File: src/error_report_map.svh
`ifndef ERROR_REPORT_MAP_SVH
`define ERROR_REPORT_MAP_SVH

// ----------------------------------------------------------------------
// Error codes, message framing and limits
// ----------------------------------------------------------------------
`define ERR_CODE_UNKNOWN_CMD     10'd1
`define ERR_CODE_SYNTAX          10'd2
`define ERR_CODE_LOCKED          10'd4
`define ERR_CODE_BAD_PASSWORD    10'd5
`define ERR_CODE_DSP_OVERFLOW    10'd60
`define ERR_CODE_EMPTY_MACRO     10'd70
`define ERR_CODE_FACTORY_PRESET  10'd71
`define ERR_CODE_PRESET_CHECK    10'd72
`define ERR_CODE_MACRO_FULL      10'd73
`define ERR_CODE_ILLEGAL_STORED  10'd74
`define ERR_CODE_STORAGE_LOCKED  10'd75
`define ERR_CODE_STORAGE_FULL    10'd76
`define ERR_CODE_NO_SESSION      10'd77
`define ERR_CODE_HW_HANDSHAKE    10'd78
`define ERR_CODE_SW_HANDSHAKE    10'd79
`define ERR_CODE_UNIT_ID         10'd80
`define MACRO_LIMIT              9'd256
`define ENABLE_RESET_VALUE       1'b1
`define MSG_PREFIX_LEN           3'd6
`define MSG_LEN                  4'd9

`endif

File: src/error_report_pkg.sv
package error_report_pkg;

  // Output message sequencer states.
  typedef enum logic [1:0] {
    MSG_IDLE,
    MSG_SEND,
    MSG_WAIT
  } msg_state_t;

  // Command kinds of one checked command.
  typedef enum logic [2:0] {
    CMD_NONE,
    CMD_MACRO_BEGIN,
    CMD_MACRO_APPEND,
    CMD_MACRO_END,
    CMD_UPLOAD_BEGIN,
    CMD_OTHER
  } cmd_kind_t;

endpackage

File: src/command_error_reporter.sv
`timescale 1ns/1ps
`include "error_report_map.svh"
// Functional notes
// RULE1 - Settable, queryable flag enables error messages.
// RULE2 - Send prefix plus three-digit decimal code.
// RULE3 - Unknown name 001, bad syntax 002.
// RULE4 - Locked parameter change refused, code 004.
// RULE5 - Wrong unlock password gives 005, lock stays.
// RULE6 - DSP resource overflow refused, code 060.
// RULE7 - Executing empty macro or preset: 070.
// RULE8 - Factory preset write or delete refused.
// RULE9 - Preset check reports failed stored commands.
// RULE10 - Append to full 256-command macro refused.
// RULE11 - Illegal stored macro or input action errors.
// RULE12 - Storage writes blocked while password locked.
// RULE13 - Out of space discards current macro only.
// RULE14 - Macro command outside session is error.
// RULE15 - Bus hardware handshake failure reported distinctly.
// RULE16 - Bus software handshake failure reported separately.
// RULE17 - Conflicting unit identifier on bus reported.
// RULE18 - Factory preset violation uses code 071.
// RULE19 - Disabled: detect and refuse, send nothing.
module command_error_reporter
  import error_report_pkg::*;
(
  input  wire logic       clock_i,              // 25 MHz clock.
  input  wire logic       rst_b_i,              // Async reset, low.
  input  wire logic       cmd_valid_i,          // Parsed command strobe.
  input  wire logic       name_known_i,         // Command name matched.
  input  wire logic       syntax_ok_i,          // Arguments well formed.
  input  wire logic       changes_param_i,      // Command alters a param.
  input  wire logic       param_locked_i,       // Target param is locked.
  input  wire logic       unlock_req_i,         // Unlock attempt.
  input  wire logic       password_ok_i,        // Password matched.
  input  wire logic       dsp_over_i,           // Would exceed DSP budget.
  input  wire logic       exec_macro_i,         // Macro/preset run request.
  input  wire logic       target_empty_i,       // Named macro is empty.
  input  wire logic       preset_write_i,       // Preset store or delete.
  input  wire logic       factory_preset_i,     // Target is factory preset.
  input  wire logic       preset_check_i,       // Preset check request.
  input  wire logic       preset_failed_i,      // Stored command failed.
  input  wire logic       stored_illegal_i,     // Stored command illegal.
  input  wire logic       writes_storage_i,     // Writes non-volatile.
  input  wire logic       storage_write_lock_i, // Storage password lock.
  input  wire logic       storage_full_i,       // No space left.
  input  wire logic [2:0] cmd_kind_i,           // cmd_kind_t of command.
  input  wire logic       set_enable_i,         // Write reporting flag.
  input  wire logic       enable_value_i,       // Value to write.
  input  wire logic       hw_handshake_fail_i,  // Bus pin, async.
  input  wire logic       sw_handshake_fail_i,  // Bus protocol event.
  input  wire logic       unit_id_conflict_i,   // Bus ID clash event.
  input  wire logic       char_ready_i,         // Serial sink takes char.
  output logic            report_enable_o,      // Reporting flag state.
  output logic            cmd_accept_o,         // Command may execute.
  output logic            cmd_reject_o,         // Command refused.
  output logic [9:0]      error_code_o,         // Last detected code.
  output logic            macro_session_o,      // Macro session open.
  output logic [8:0]      macro_count_o,        // Commands in macro.
  output logic            macro_discard_o,      // Current macro dropped.
  output logic            char_valid_o,         // Message char valid.
  output logic [7:0]      char_o                // Message ASCII char.
);

  // --------------------------------------------------------------------
  // Helpers
  // --------------------------------------------------------------------
  // Digit extraction is called from one place, once per message digit.
  function automatic logic [7:0] digit_char(input logic [9:0] v,
                                            input logic [1:0] pos);
    logic [9:0] d;
    d = 10'd0;
    case (pos)
      2'd0:    d = v / 10'd100;
      2'd1:    d = (v / 10'd10) % 10'd10;
      default: d = v % 10'd10;
    endcase
    digit_char = 8'h30 + {4'h0, d[3:0]};
  endfunction

  // Fixed prefix characters of the unsolicited message.
  // Any unit tag in front of the prefix is added further downstream.
  // The prefix spells the word ERROR followed by a hash sign.
  function automatic logic [7:0] prefix_char(input logic [2:0] idx);
    case (idx)
      3'd0:    prefix_char = 8'h45;
      3'd1:    prefix_char = 8'h52;
      3'd2:    prefix_char = 8'h52;
      3'd3:    prefix_char = 8'h4F;
      3'd4:    prefix_char = 8'h52;
      default: prefix_char = 8'h23;
    endcase
  endfunction

  // --------------------------------------------------------------------
  // Bus pin synchroniser
  // --------------------------------------------------------------------
  logic [2:0] hw_sync_reg;
  logic       hw_level_reg;
  logic       hw_event;

  // Three stages; a change counts once stages two and three agree.
  // Stage one may still be settling, so it never feeds any decision.
  always_ff @(posedge clock_i or negedge rst_b_i) begin
    if (!rst_b_i) begin
      hw_sync_reg  <= 3'h0;
      hw_level_reg <= 1'b0;
    end else begin
      hw_sync_reg <= {hw_sync_reg[1:0], hw_handshake_fail_i};
      if (hw_sync_reg[1] == hw_sync_reg[2]) begin
        hw_level_reg <= hw_sync_reg[2];
      end
    end
  end

  // A rising, agreed level is one failure event.
  assign hw_event = (hw_sync_reg[1] == hw_sync_reg[2]) &&
                    hw_sync_reg[2] && !hw_level_reg;

  // --------------------------------------------------------------------
  // Command classification
  // --------------------------------------------------------------------
  logic       in_session;
  logic       cmd_err;
  logic [9:0] cmd_code;
  logic [9:0] evt_code;
  logic       evt_err;

  // The session flag is the registered one, so a begin followed by an
  // append works, but nothing inside one command can open a session
  // for itself.
  assign in_session = macro_session_o;

  // First match in priority order names the single code reported.
  // The password check sits above the lock check so that a failed unlock
  // names the password and not the lock it could not open.
  always_comb begin
    cmd_err  = 1'b1;
    cmd_code = 10'd0;
    if (!name_known_i) begin
      cmd_code = `ERR_CODE_UNKNOWN_CMD;                 // see RULE3
    end else if (!syntax_ok_i) begin
      cmd_code = `ERR_CODE_SYNTAX;                      // see RULE3
    end else if (unlock_req_i && !password_ok_i) begin
      cmd_code = `ERR_CODE_BAD_PASSWORD;                // see RULE5
    end else if (changes_param_i && param_locked_i) begin
      cmd_code = `ERR_CODE_LOCKED;                      // see RULE4
    end else if (preset_write_i && factory_preset_i) begin
      cmd_code = `ERR_CODE_FACTORY_PRESET;              // see RULE8 RULE18
    end else if (writes_storage_i && storage_write_lock_i) begin
      cmd_code = `ERR_CODE_STORAGE_LOCKED;              // see RULE12
    end else if (cmd_kind_i == 3'(CMD_MACRO_APPEND) && !in_session) begin
      cmd_code = `ERR_CODE_NO_SESSION;                  // see RULE14
    end else if (stored_illegal_i) begin
      cmd_code = `ERR_CODE_ILLEGAL_STORED;              // see RULE11
    end else if (cmd_kind_i == 3'(CMD_MACRO_APPEND) &&
                 macro_count_o == `MACRO_LIMIT) begin
      cmd_code = `ERR_CODE_MACRO_FULL;                  // see RULE10
    end else if (cmd_kind_i == 3'(CMD_MACRO_APPEND) && storage_full_i) begin
      cmd_code = `ERR_CODE_STORAGE_FULL;                // see RULE13
    end else if (dsp_over_i) begin
      cmd_code = `ERR_CODE_DSP_OVERFLOW;                // see RULE6
    end else if (exec_macro_i && target_empty_i) begin
      cmd_code = `ERR_CODE_EMPTY_MACRO;                 // see RULE7
    end else if (preset_check_i && preset_failed_i) begin
      cmd_code = `ERR_CODE_PRESET_CHECK;                // see RULE9
    end else begin
      cmd_err = 1'b0;
    end
  end

  // Bus events; hardware handshake outranks the other two.
  always_comb begin
    evt_err  = 1'b1;
    evt_code = 10'd0;
    if (hw_event) begin
      evt_code = `ERR_CODE_HW_HANDSHAKE;                // see RULE15
    end else if (sw_handshake_fail_i) begin
      evt_code = `ERR_CODE_SW_HANDSHAKE;                // see RULE16
    end else if (unit_id_conflict_i) begin
      evt_code = `ERR_CODE_UNIT_ID;                     // see RULE17
    end else begin
      evt_err = 1'b0;
    end
  end

  // --------------------------------------------------------------------
  // Reporting flag
  // --------------------------------------------------------------------
  // A refused command never changes the flag, so a malformed request
  // leaves reporting as it was.
  always_ff @(posedge clock_i or negedge rst_b_i) begin
    if (!rst_b_i) begin
      report_enable_o <= `ENABLE_RESET_VALUE;
    end else if (cmd_valid_i && set_enable_i && !cmd_err) begin
      report_enable_o <= enable_value_i;                // see RULE1
    end
  end

  // --------------------------------------------------------------------
  // Verdict outputs
  // --------------------------------------------------------------------
  // Refusal happens regardless of the flag; only the message depends on it.
  // The code register keeps the last error until a newer one replaces
  // it; accepted commands leave it untouched.
  always_ff @(posedge clock_i or negedge rst_b_i) begin
    if (!rst_b_i) begin
      cmd_accept_o <= 1'b0;
      cmd_reject_o <= 1'b0;
      error_code_o <= 10'd0;
    end else begin
      cmd_accept_o <= cmd_valid_i && !cmd_err;
      cmd_reject_o <= cmd_valid_i && cmd_err;           // see RULE19
      if (cmd_valid_i && cmd_err) begin
        error_code_o <= cmd_code;
      end else if (evt_err) begin
        error_code_o <= evt_code;
      end
    end
  end

  // --------------------------------------------------------------------
  // Macro session tracking
  // --------------------------------------------------------------------
  logic upload_reg;

  // A storage overflow drops only the macro in progress; earlier
  // macros of an upload have already been committed and survive.
  // A second begin restarts the count and abandons the half-built macro.
  always_ff @(posedge clock_i or negedge rst_b_i) begin
    if (!rst_b_i) begin
      macro_session_o <= 1'b0;
      macro_count_o   <= 9'd0;
      macro_discard_o <= 1'b0;
      upload_reg      <= 1'b0;
    end else begin
      macro_discard_o <= 1'b0;
      if (cmd_valid_i) begin
        if (cmd_code == `ERR_CODE_STORAGE_FULL && cmd_err) begin
          macro_session_o <= 1'b0;                      // see RULE13
          macro_count_o   <= 9'd0;
          macro_discard_o <= 1'b1;
          upload_reg      <= 1'b0;
        end else if (!cmd_err) begin
          case (cmd_kind_i)
            3'(CMD_MACRO_BEGIN): begin
              macro_session_o <= 1'b1;                  // see RULE14
              macro_count_o   <= 9'd0;
            end
            3'(CMD_UPLOAD_BEGIN): begin
              macro_session_o <= 1'b1;
              macro_count_o   <= 9'd0;
              upload_reg      <= 1'b1;
            end
            3'(CMD_MACRO_APPEND): begin
              macro_count_o <= macro_count_o + 9'd1;    // see RULE10
            end
            3'(CMD_MACRO_END): begin
              macro_count_o   <= 9'd0;
              macro_session_o <= upload_reg;
            end
            default: begin
            end
          endcase
        end
      end
    end
  end

  // --------------------------------------------------------------------
  // Message sequencer
  // --------------------------------------------------------------------
  msg_state_t state_reg;
  logic [3:0] idx_reg;
  logic [9:0] msg_code_reg;
  logic       pend_reg;
  logic [9:0] pend_code_reg;
  logic       new_err;
  logic [9:0] new_code;

  assign new_err  = (cmd_valid_i && cmd_err) || evt_err;
  assign new_code = (cmd_valid_i && cmd_err) ? cmd_code : evt_code;

  // One error may wait while a message is in flight; later ones are
  // dropped rather than stalling the command path.
  always_ff @(posedge clock_i or negedge rst_b_i) begin
    if (!rst_b_i) begin
      pend_reg      <= 1'b0;
      pend_code_reg <= 10'd0;
    end else if (new_err && report_enable_o && !pend_reg) begin
      pend_reg      <= 1'b1;                            // see RULE19
      pend_code_reg <= new_code;
    end else if (state_reg == MSG_IDLE) begin
      pend_reg <= 1'b0;
    end
  end

  // Six prefix chars then three digits, each held until taken.
  // The wait cycle after the last digit keeps a gap between messages.
  always_ff @(posedge clock_i or negedge rst_b_i) begin
    if (!rst_b_i) begin
      state_reg    <= MSG_IDLE;
      idx_reg      <= 4'h0;
      msg_code_reg <= 10'd0;
      char_valid_o <= 1'b0;
      char_o       <= 8'h00;
    end else begin
      case (state_reg)
        MSG_IDLE: begin
          if (pend_reg) begin
            msg_code_reg <= pend_code_reg;
            idx_reg      <= 4'h0;
            char_valid_o <= 1'b1;
            char_o       <= prefix_char(3'h0);          // see RULE2
            state_reg    <= MSG_SEND;
          end
        end
        MSG_SEND: begin
          if (char_ready_i) begin
            if (idx_reg == `MSG_LEN - 4'd1) begin
              char_valid_o <= 1'b0;
              state_reg    <= MSG_WAIT;
            end else begin
              idx_reg <= idx_reg + 4'd1;
              if (idx_reg + 4'd1 < {1'b0, `MSG_PREFIX_LEN}) begin
                char_o <= prefix_char(3'(idx_reg + 4'd1));
              end else begin
                char_o <= digit_char(msg_code_reg,      // see RULE2
                          2'(idx_reg + 4'd1 - {1'b0, `MSG_PREFIX_LEN}));
              end
            end
          end
        end
        MSG_WAIT: begin
          state_reg <= MSG_IDLE;
        end
        default: begin
          state_reg <= MSG_IDLE;
        end
      endcase
    end
  end

endmodule // command_error_reporter

File: config.mk
export PLATFORM = sky130hd
export DESIGN_NAME = command_error_reporter
export DESIGN_NICKNAME = d
export VERILOG_FILES = /design/src/error_report_pkg.sv /design/src/command_error_reporter.sv
export VERILOG_INCLUDE_DIRS = /design/src /design/src/src
export SDC_FILE = /design/constraint.sdc
export NUM_CORES = 1
export LEC_CHECK = 0
export ABC_AREA = 1
export BUFFER_PORTS_ARGS = -buffer_cell sky130_fd_sc_hd__buf_2
export CELL_PAD_IN_SITES_DETAIL_PLACEMENT = 0
export CELL_PAD_IN_SITES_GLOBAL_PLACEMENT = 1
export CORE_MARGIN = 1.5
export CORE_UTILIZATION = 41
export DETAILED_ROUTE_END_ITERATION = 8
export HOLD_SLACK_MARGIN = 0.1
export PLACE_DENSITY = 0.92
export SYNTH_ARGS = -nofsm -noshare
export SYNTH_HDL_FRONTEND = slang
export SYNTH_SLANG_ARGS = --single-unit
File: constraint.sdc
create_clock -name clock_i -period 3.9 [get_ports clock_i]
set_clock_uncertainty 0.15 [all_clocks]
set_input_delay 0 -clock clock_i [delete_from_list [all_inputs] [get_ports clock_i]]
set_output_delay 0 -clock clock_i [all_outputs]
set_load 0.1 [all_outputs]
After elaboration in Yosys (flattened, before gate mapping)
Index checks and enable logic that the tools add are counted.
{ "op_classes": {"magnitude_cmp": 1, "add_sub_neg": 4, "n_eq_ne": 19, "mux": 71, "n_div": 4, "multipliers": 0, "shifts": 0, "reduce_logical": 43, "n_bitwise": 0} }
{ "ops": {"columns": ["operator", "n"], "rows": [
  ["two-way mux 7 bit", 15],
  ["two-way mux 10 bit", 4],
  ["two-way mux 8 bit", 4],
  ["two-way mux 1 bit", 28],
  ["two-way mux 4 bit", 7],
  ["case mux 7 bit (3 select lines)", 1],
  ["modulo 10 x 4 -> 10 bit, second input constant", 2],
  ["logical AND 1 bit", 18],
  ["two-way mux 9 bit", 2],
  ["case mux 9 bit (2 select lines)", 1],
  ["case mux 4 bit (2 select lines)", 2],
  ["case mux 8 bit (2 select lines)", 1],
  ["equality test 3 x 2 -> 1 bit, second input constant", 4],
  ["AND reduction 3 bit", 4],
  ["divider 10 x 4 -> 10 bit, second input constant", 1],
  ["divider 10 x 7 -> 10 bit, second input constant", 1],
  ["equality test 10 x 7 -> 1 bit, second input constant", 1],
  ["adder 9 x 1 -> 9 bit, second input constant", 1],
  ["equality test 9 bit, second input constant", 1],
  ["!= test 2 bit, second input constant", 4],
  ["AND reduction 4 bit", 2],
  ["nonzero test 2 bit", 4],
  ["adder 6 x 4 -> 7 bit, first input constant", 1],
  ["equality test 3 x 1 -> 1 bit, second input constant", 2],
  ["other kinds (19)", 31]
]} }
{ "totals": {"latchBits": 0, "regBits": 65, "input_bits": 29, "ramBits": 0, "mem_bits_ro": 0, "mem_count": 0} }

Longest topological paths before layout
{ "depth": {"depth_word": 19, "ltp_mapped": 28} }

Worst setup path after synthesis
OpenSTA, ideal clock, no wires.
{ "synth_timing": {"kind": "reg2reg", "startpoint": "register idx_reg[0]", "endpoint": "register char_o[3]", "path_buffers": 1, "setup_time_ps": 120, "synth_period_minus_slack_ps": 2996, "slack_ps": 904, "t_arrival_ps": 2726, "path_stages_with_launch": 29, "path_cell_list": "dfrtp_1 -> inv_1 -> ha_1 -> buf_6 -> inv_4 -> nand3_1 -> nand2_1 -> inv_1 -> ha_1 -> inv_1 -> nand3_1 -> nand2_1 -> nand2_1 -> nand2_1 -> nand2_2 -> nor2_1 -> nand4_1 -> nand2_1 -> nand2_1 -> and2_1 -> ha_1 -> inv_1 -> nand2_1 -> nand2_1 -> nand2_1 -> nand3_1 -> nand2_1 -> nand2_1 -> nand2_1"} }
{ "synth_between": {"elab_chain_cells": 13, "elab_cells_between_ends": 25} }
{ "synth_rtl": {"columns": ["element", "line_no", "source"], "rows": [
  ["from (decl)", "command_error_reporter.sv:273", "logic [3:0] idx_reg;"],
  ["from (signal assigned)", "command_error_reporter.sv:323", "idx_reg <= idx_reg + 4'd1;"],
  ["adder 4 x 1 -> 4 bit", "command_error_reporter.sv:328", "2'(idx_reg + 4'd1 - {1'b0, `MSG_PREFIX_LEN}));"],
  ["subtractor 2 bit", "command_error_reporter.sv:328", null],
  ["equality test 2 x 1 -> 1 bit / zero test 2 bit (equally long branches)", "command_error_reporter.sv:72", "case (pos)"],
  ["case mux 4 bit (2 select lines)", "command_error_reporter.sv:72", null],
  ["two-way mux 4 bit", "command_error_reporter.sv:324", "if (idx_reg + 4'd1 < {1'b0, `MSG_PREFIX_LEN}) begin"],
  ["two-way mux 4 bit", "command_error_reporter.sv:319", "if (idx_reg == `MSG_LEN - 4'd1) begin"],
  ["two-way mux 4 bit", "command_error_reporter.sv:318", "if (char_ready_i) begin"],
  ["two-way mux 4 bit", "command_error_reporter.sv:307", "case (state_reg)"],
  ["adder 6 x 4 -> 7 bit", "command_error_reporter.sv:77", "digit_char = 8'h30 + {4'h0, d[3:0]};"],
  ["two-way mux 8 bit", "command_error_reporter.sv:324", null],
  ["two-way mux 8 bit", "command_error_reporter.sv:319", null],
  ["two-way mux 8 bit", "command_error_reporter.sv:318", null],
  ["case mux 8 bit (2 select lines)", "command_error_reporter.sv:307", null],
  ["to (signal assigned)", "command_error_reporter.sv:313", "char_o <= prefix_char(3'h0);"],
  ["to (signal assigned)", "command_error_reporter.sv:325", "char_o <= prefix_char(3'(idx_reg + 4'd1));"],
  ["to (signal assigned)", "command_error_reporter.sv:327", "char_o <= digit_char(msg_code_reg,"],
  ["to (decl)", "command_error_reporter.sv:61", "output logic [7:0] char_o"]
]} }
Parallel ways exist; a longest one is shown, timed or not. The select of a mux whose other input is x is not followed.
A chain may end at the register's enable or synchronous reset.

Final worst setup path
{ "layout_timing": {"startpoint": "register macro_count_o[0]", "endpoint": "register report_enable_o"} }
{ "layout_between": {"elab_chain_cells": 13} }
{ "layout_rtl": {"columns": ["element", "line_no", "source"], "rows": [
  ["from (decl)", "command_error_reporter.sv:58", "output logic [8:0] macro_count_o,"],
  ["from (signal assigned)", "command_error_reporter.sv:255", "macro_count_o <= macro_count_o + 9'd1;"],
  ["equality test 9 bit (no line)", null, null],
  ["logical AND 1 bit (no line)", null, null],
  ["two-way mux 1 bit", "command_error_reporter.sv:155", "end else if (cmd_kind_i == 3'(CMD_MACRO_APPEND) &&"],
  ["two-way mux 1 bit", "command_error_reporter.sv:153", "end else if (stored_illegal_i) begin"],
  ["two-way mux 1 bit", "command_error_reporter.sv:151", "end else if (cmd_kind_i == 3'(CMD_MACRO_APPEND) && !in_session) begin"],
  ["two-way mux 1 bit", "command_error_reporter.sv:149", "end else if (writes_storage_i && storage_write_lock_i) begin"],
  ["two-way mux 1 bit", "command_error_reporter.sv:147", "end else if (preset_write_i && factory_preset_i) begin"],
  ["two-way mux 1 bit", "command_error_reporter.sv:145", "end else if (changes_param_i && param_locked_i) begin"],
  ["two-way mux 1 bit", "command_error_reporter.sv:143", "end else if (unlock_req_i && !password_ok_i) begin"],
  ["two-way mux 1 bit", "command_error_reporter.sv:141", "end else if (!syntax_ok_i) begin"],
  ["two-way mux 1 bit", "command_error_reporter.sv:139", "if (!name_known_i) begin"],
  ["zero test 1 bit", null, null],
  ["logical AND 1 bit", "command_error_reporter.sv:194", "end else if (cmd_valid_i && set_enable_i && !cmd_err) begin"],
  ["to (signal assigned)", "command_error_reporter.sv:193", "report_enable_o <= `ENABLE_RESET_VALUE;"],
  ["to (signal assigned)", "command_error_reporter.sv:195", "report_enable_o <= enable_value_i;"],
  ["to (decl)", "command_error_reporter.sv:53", "output logic report_enable_o,"]
]} }
No other way between the ends.

==> results.ini <==
[run_status]
outcome=finished clean

[worst_hold_path]
hp-class=input port to register
min_from=preset_failed_i

[timing]
min_period_ns=3.606
finalMaxSlewViolations=0
setup_ws_ns=0.2944
timing.final.crit_share_pct=92.45
tightestPinTransition_ns=0.7297
whs_ns=0.1217
slew_headroom_pct=50.84
final-setup-viol-count=0
hold_viol_final=0
rsz0062_at_grt=false
timing.fmax_ghz=0.2774
setup_tns_ns=0

[cells_and_area]
max_flop_register=macro_count_o
drive_gt1_share_pct=22.07
final_cell_mix=nand2_1, inv_1, buf_2
syn2layout_area_growth_pct=19.22
n_antenna_cell=0
largest_reg_flops=9
fin_nets=612
final_common_cell=nand2_1

[global_routing]
grt_start_max_net_pins=56
grt.total_usage_pct=16.66
grt_pass1_vias=3109
overflow=0
grt_pass1_wl_um=13460
grt_antenna_before_repair=0

[die]
core_region_area_um2=8678
die_h_um=97.30
rows=34
die_w_um=97.30
io_pins=62
die_area_um2=9467
initial_core_util_pct=42.01

[worst_setup_path]
startpoint=macro_count_o[0]
cp.buffers_inverters=5
cp_slowest_cell=dlygate4sd3_1
critPathTopFamily=buffers and inverters
cp-end-kind=register
regToRegStartpoint=macro_count_o[0]
critPathArrivalTime_ns=3.70
worstSetupPathType=register to register
crit_fanout=6
worstPathCellList=inv_1 > ha_1 > nand4_1 > nor3_2 > nor2_1 > inv_1 > nor2_1 > nand2_2 > dlygate4sd3_1 > nor2_4 > nand2_1 > nor2_1 > dlygate4sd3_1 > a21oi_1 > dlygate4sd3_1
max_stage_delay_ns=0.60
startpoint_type=register
required_ns=4.00

[route]
firstDrtPassIters=4
drt_iter0_drc=80
wl_per_cell_um=11.25
drc=0
num_vias=3256
wl_um=7640
avgViaCountPerCell=4.795
final_antenna_net_count=0

[cts]
clk_latency_ns=0.31
cts.htree.levels=2
cts.repair.resized=0
cts_buffers=5
cts.sink_count=55
cts_tree=done
cts_max_path_buffers=2
root_buffer=clkbuf_8
cts.reportedPaths.clkPinSlew_ns=0.11

[logic_synthesis]
avgSynthCellArea_um2=7.502
yosysWarnings=0
ys_seq_area_share_pct=37.78
synth_cells=486
syn_area_um2=3646
ys_types=47
synth-seq-cells=55

[placement]
place_ws_ns=0.4783
gp_congestion=0.8856
post-dp-hpwl_um=5946
portBuffers=57

[run]
cap_viol_max_count=0

[power_and_ir_drop]
total_power_mw=3.051
ir_drop_v=0.0002529
powerDensity_nw_per_um2=702.0
leakagePower_nw=2.320

==> worst reg2reg max path, delay by kind of cell, from the launching register on <==
| kind | cells | cell delay, ns |
|---|---|---|
| adders and majority gates | 1 | 0.19 |
| AOI/OAI and AO/OA | 1 | 0.04 |
| buffers and inverters | 5 | 1.85 |
| and+or+nand+nor | 8 | 0.88 |
| DFF | 1 | 0.43 |
==> cells by family (layout without fill, tap and decap cells) <==
logic type / after synthesis / in the layout / synth area share [%]
simple gates: 252 / 252 / 33.63
buf+inv: 93 / 175 / 10.95
compound gates: 67 / 67 / 11.29
flops: 55 / 55 / 37.78
fa+ha+maj: 13 / 13 / 4.461
xor+xnor: 4 / 4 / 1.476
other cells: 1 / 4 / 0.1029
mux: 1 / 1 / 0.3088
==> metal layers <==
metal  wire [µm]  GRT usage [%]
met1        3514          20.97
met5           0              0
met3         347          3.525
met4          64          3.407
met2        3713          29.53
==> power breakdown <==
part	internal [mW]	leakage [nW]	switching, mW
Clock	0.146	0.0516	0.192
Combinational	0.578	1.59	1.30
Sequential	0.711	0.681	0.121
==> layout make-up <==
class | count | area [µm²]
Sequential cell | 55 | 1378
Tap cell | 108 | 135.1
Clock buffer | 6 | 82.58
Multi-Input combinational cell | 341 | 1881
Timing Repair Buffer | 82 | 533.0
Inverter | 85 | 324.1
Clock inverter | 2 | 13.76
Fill cell | 886 | 4332
==> synthesized netlist by cell type, drive strengths merged <==
| cell | instances | area share [%] |
|---|---|---|
| o21bai | 2 | 0.41 |
| inv | 85 | 8.9 |
| o21ai | 32 | 4.6 |
| nand3 | 40 | 6.1 |
| nand4 | 6 | 1.0 |
| a211oi | 1 | 0.21 |
| xnor2 | 1 | 0.76 |
| a21oi | 18 | 2.9 |
| a21o | 2 | 0.41 |
| buf | 8 | 2.1 |
| and2 | 1 | 0.17 |
| o41ai | 1 | 0.24 |
| o31ai | 1 | 0.21 |
| xor2 | 3 | 0.72 |
| mux2 | 1 | 0.31 |
| o22ai | 3 | 0.51 |
| dfrtp | 54 | 37 |
| a31oi | 3 | 0.93 |
| o21a | 1 | 0.21 |
| dfstp | 1 | 0.72 |
| nand2 | 139 | 16 |
| or2 | 2 | 0.34 |
| nand3b | 2 | 0.41 |
| o32ai | 1 | 0.24 |
| a22o | 1 | 0.24 |
| conb | 1 | 0.10 |
| nor4b | 1 | 0.65 |
| ha | 13 | 4.5 |
| nor3 | 15 | 2.5 |
| o211ai | 1 | 0.21 |
| nor2 | 46 | 6.0 |
==> path summary, 6_finish.rpt <==
kind | to | slack, ns | depth (start not counted)
worst min-delay path | cmd_reject_o | 0.12 | 7
min in group asynchronous | cmd_accept_o | 0.20 | 3
worst min register to register | hw_sync_reg[1] | 0.21 | 0
worst max-delay path | report_enable_o | 0.29 | 15
worst max register to register | report_enable_o | 0.29 | 15
max in group asynchronous | pend_code_reg[6] | 2.91 | 3
==> per-stage QoR <==
step / instances / util [%] / area [µm²]
finish: 679 / 50.09 / 4347
global route: 679 / 50.09 / 4347
CTS: 679 / 50.09 / 4347
detailed placement: 647 / 46.21 / 4010
global placement: 647 / 46.21 / 4010
floorplan: 489 / - / 3657
==> what timing repair did <==
| action | CTS | global route |
|---|---|---|
| buffers inserted | 0 | 0 |
| hold buffers | 24 | 0 |
| hold endpoints to repair | 85 | 0 |
(Power assumes the default switching activity.)
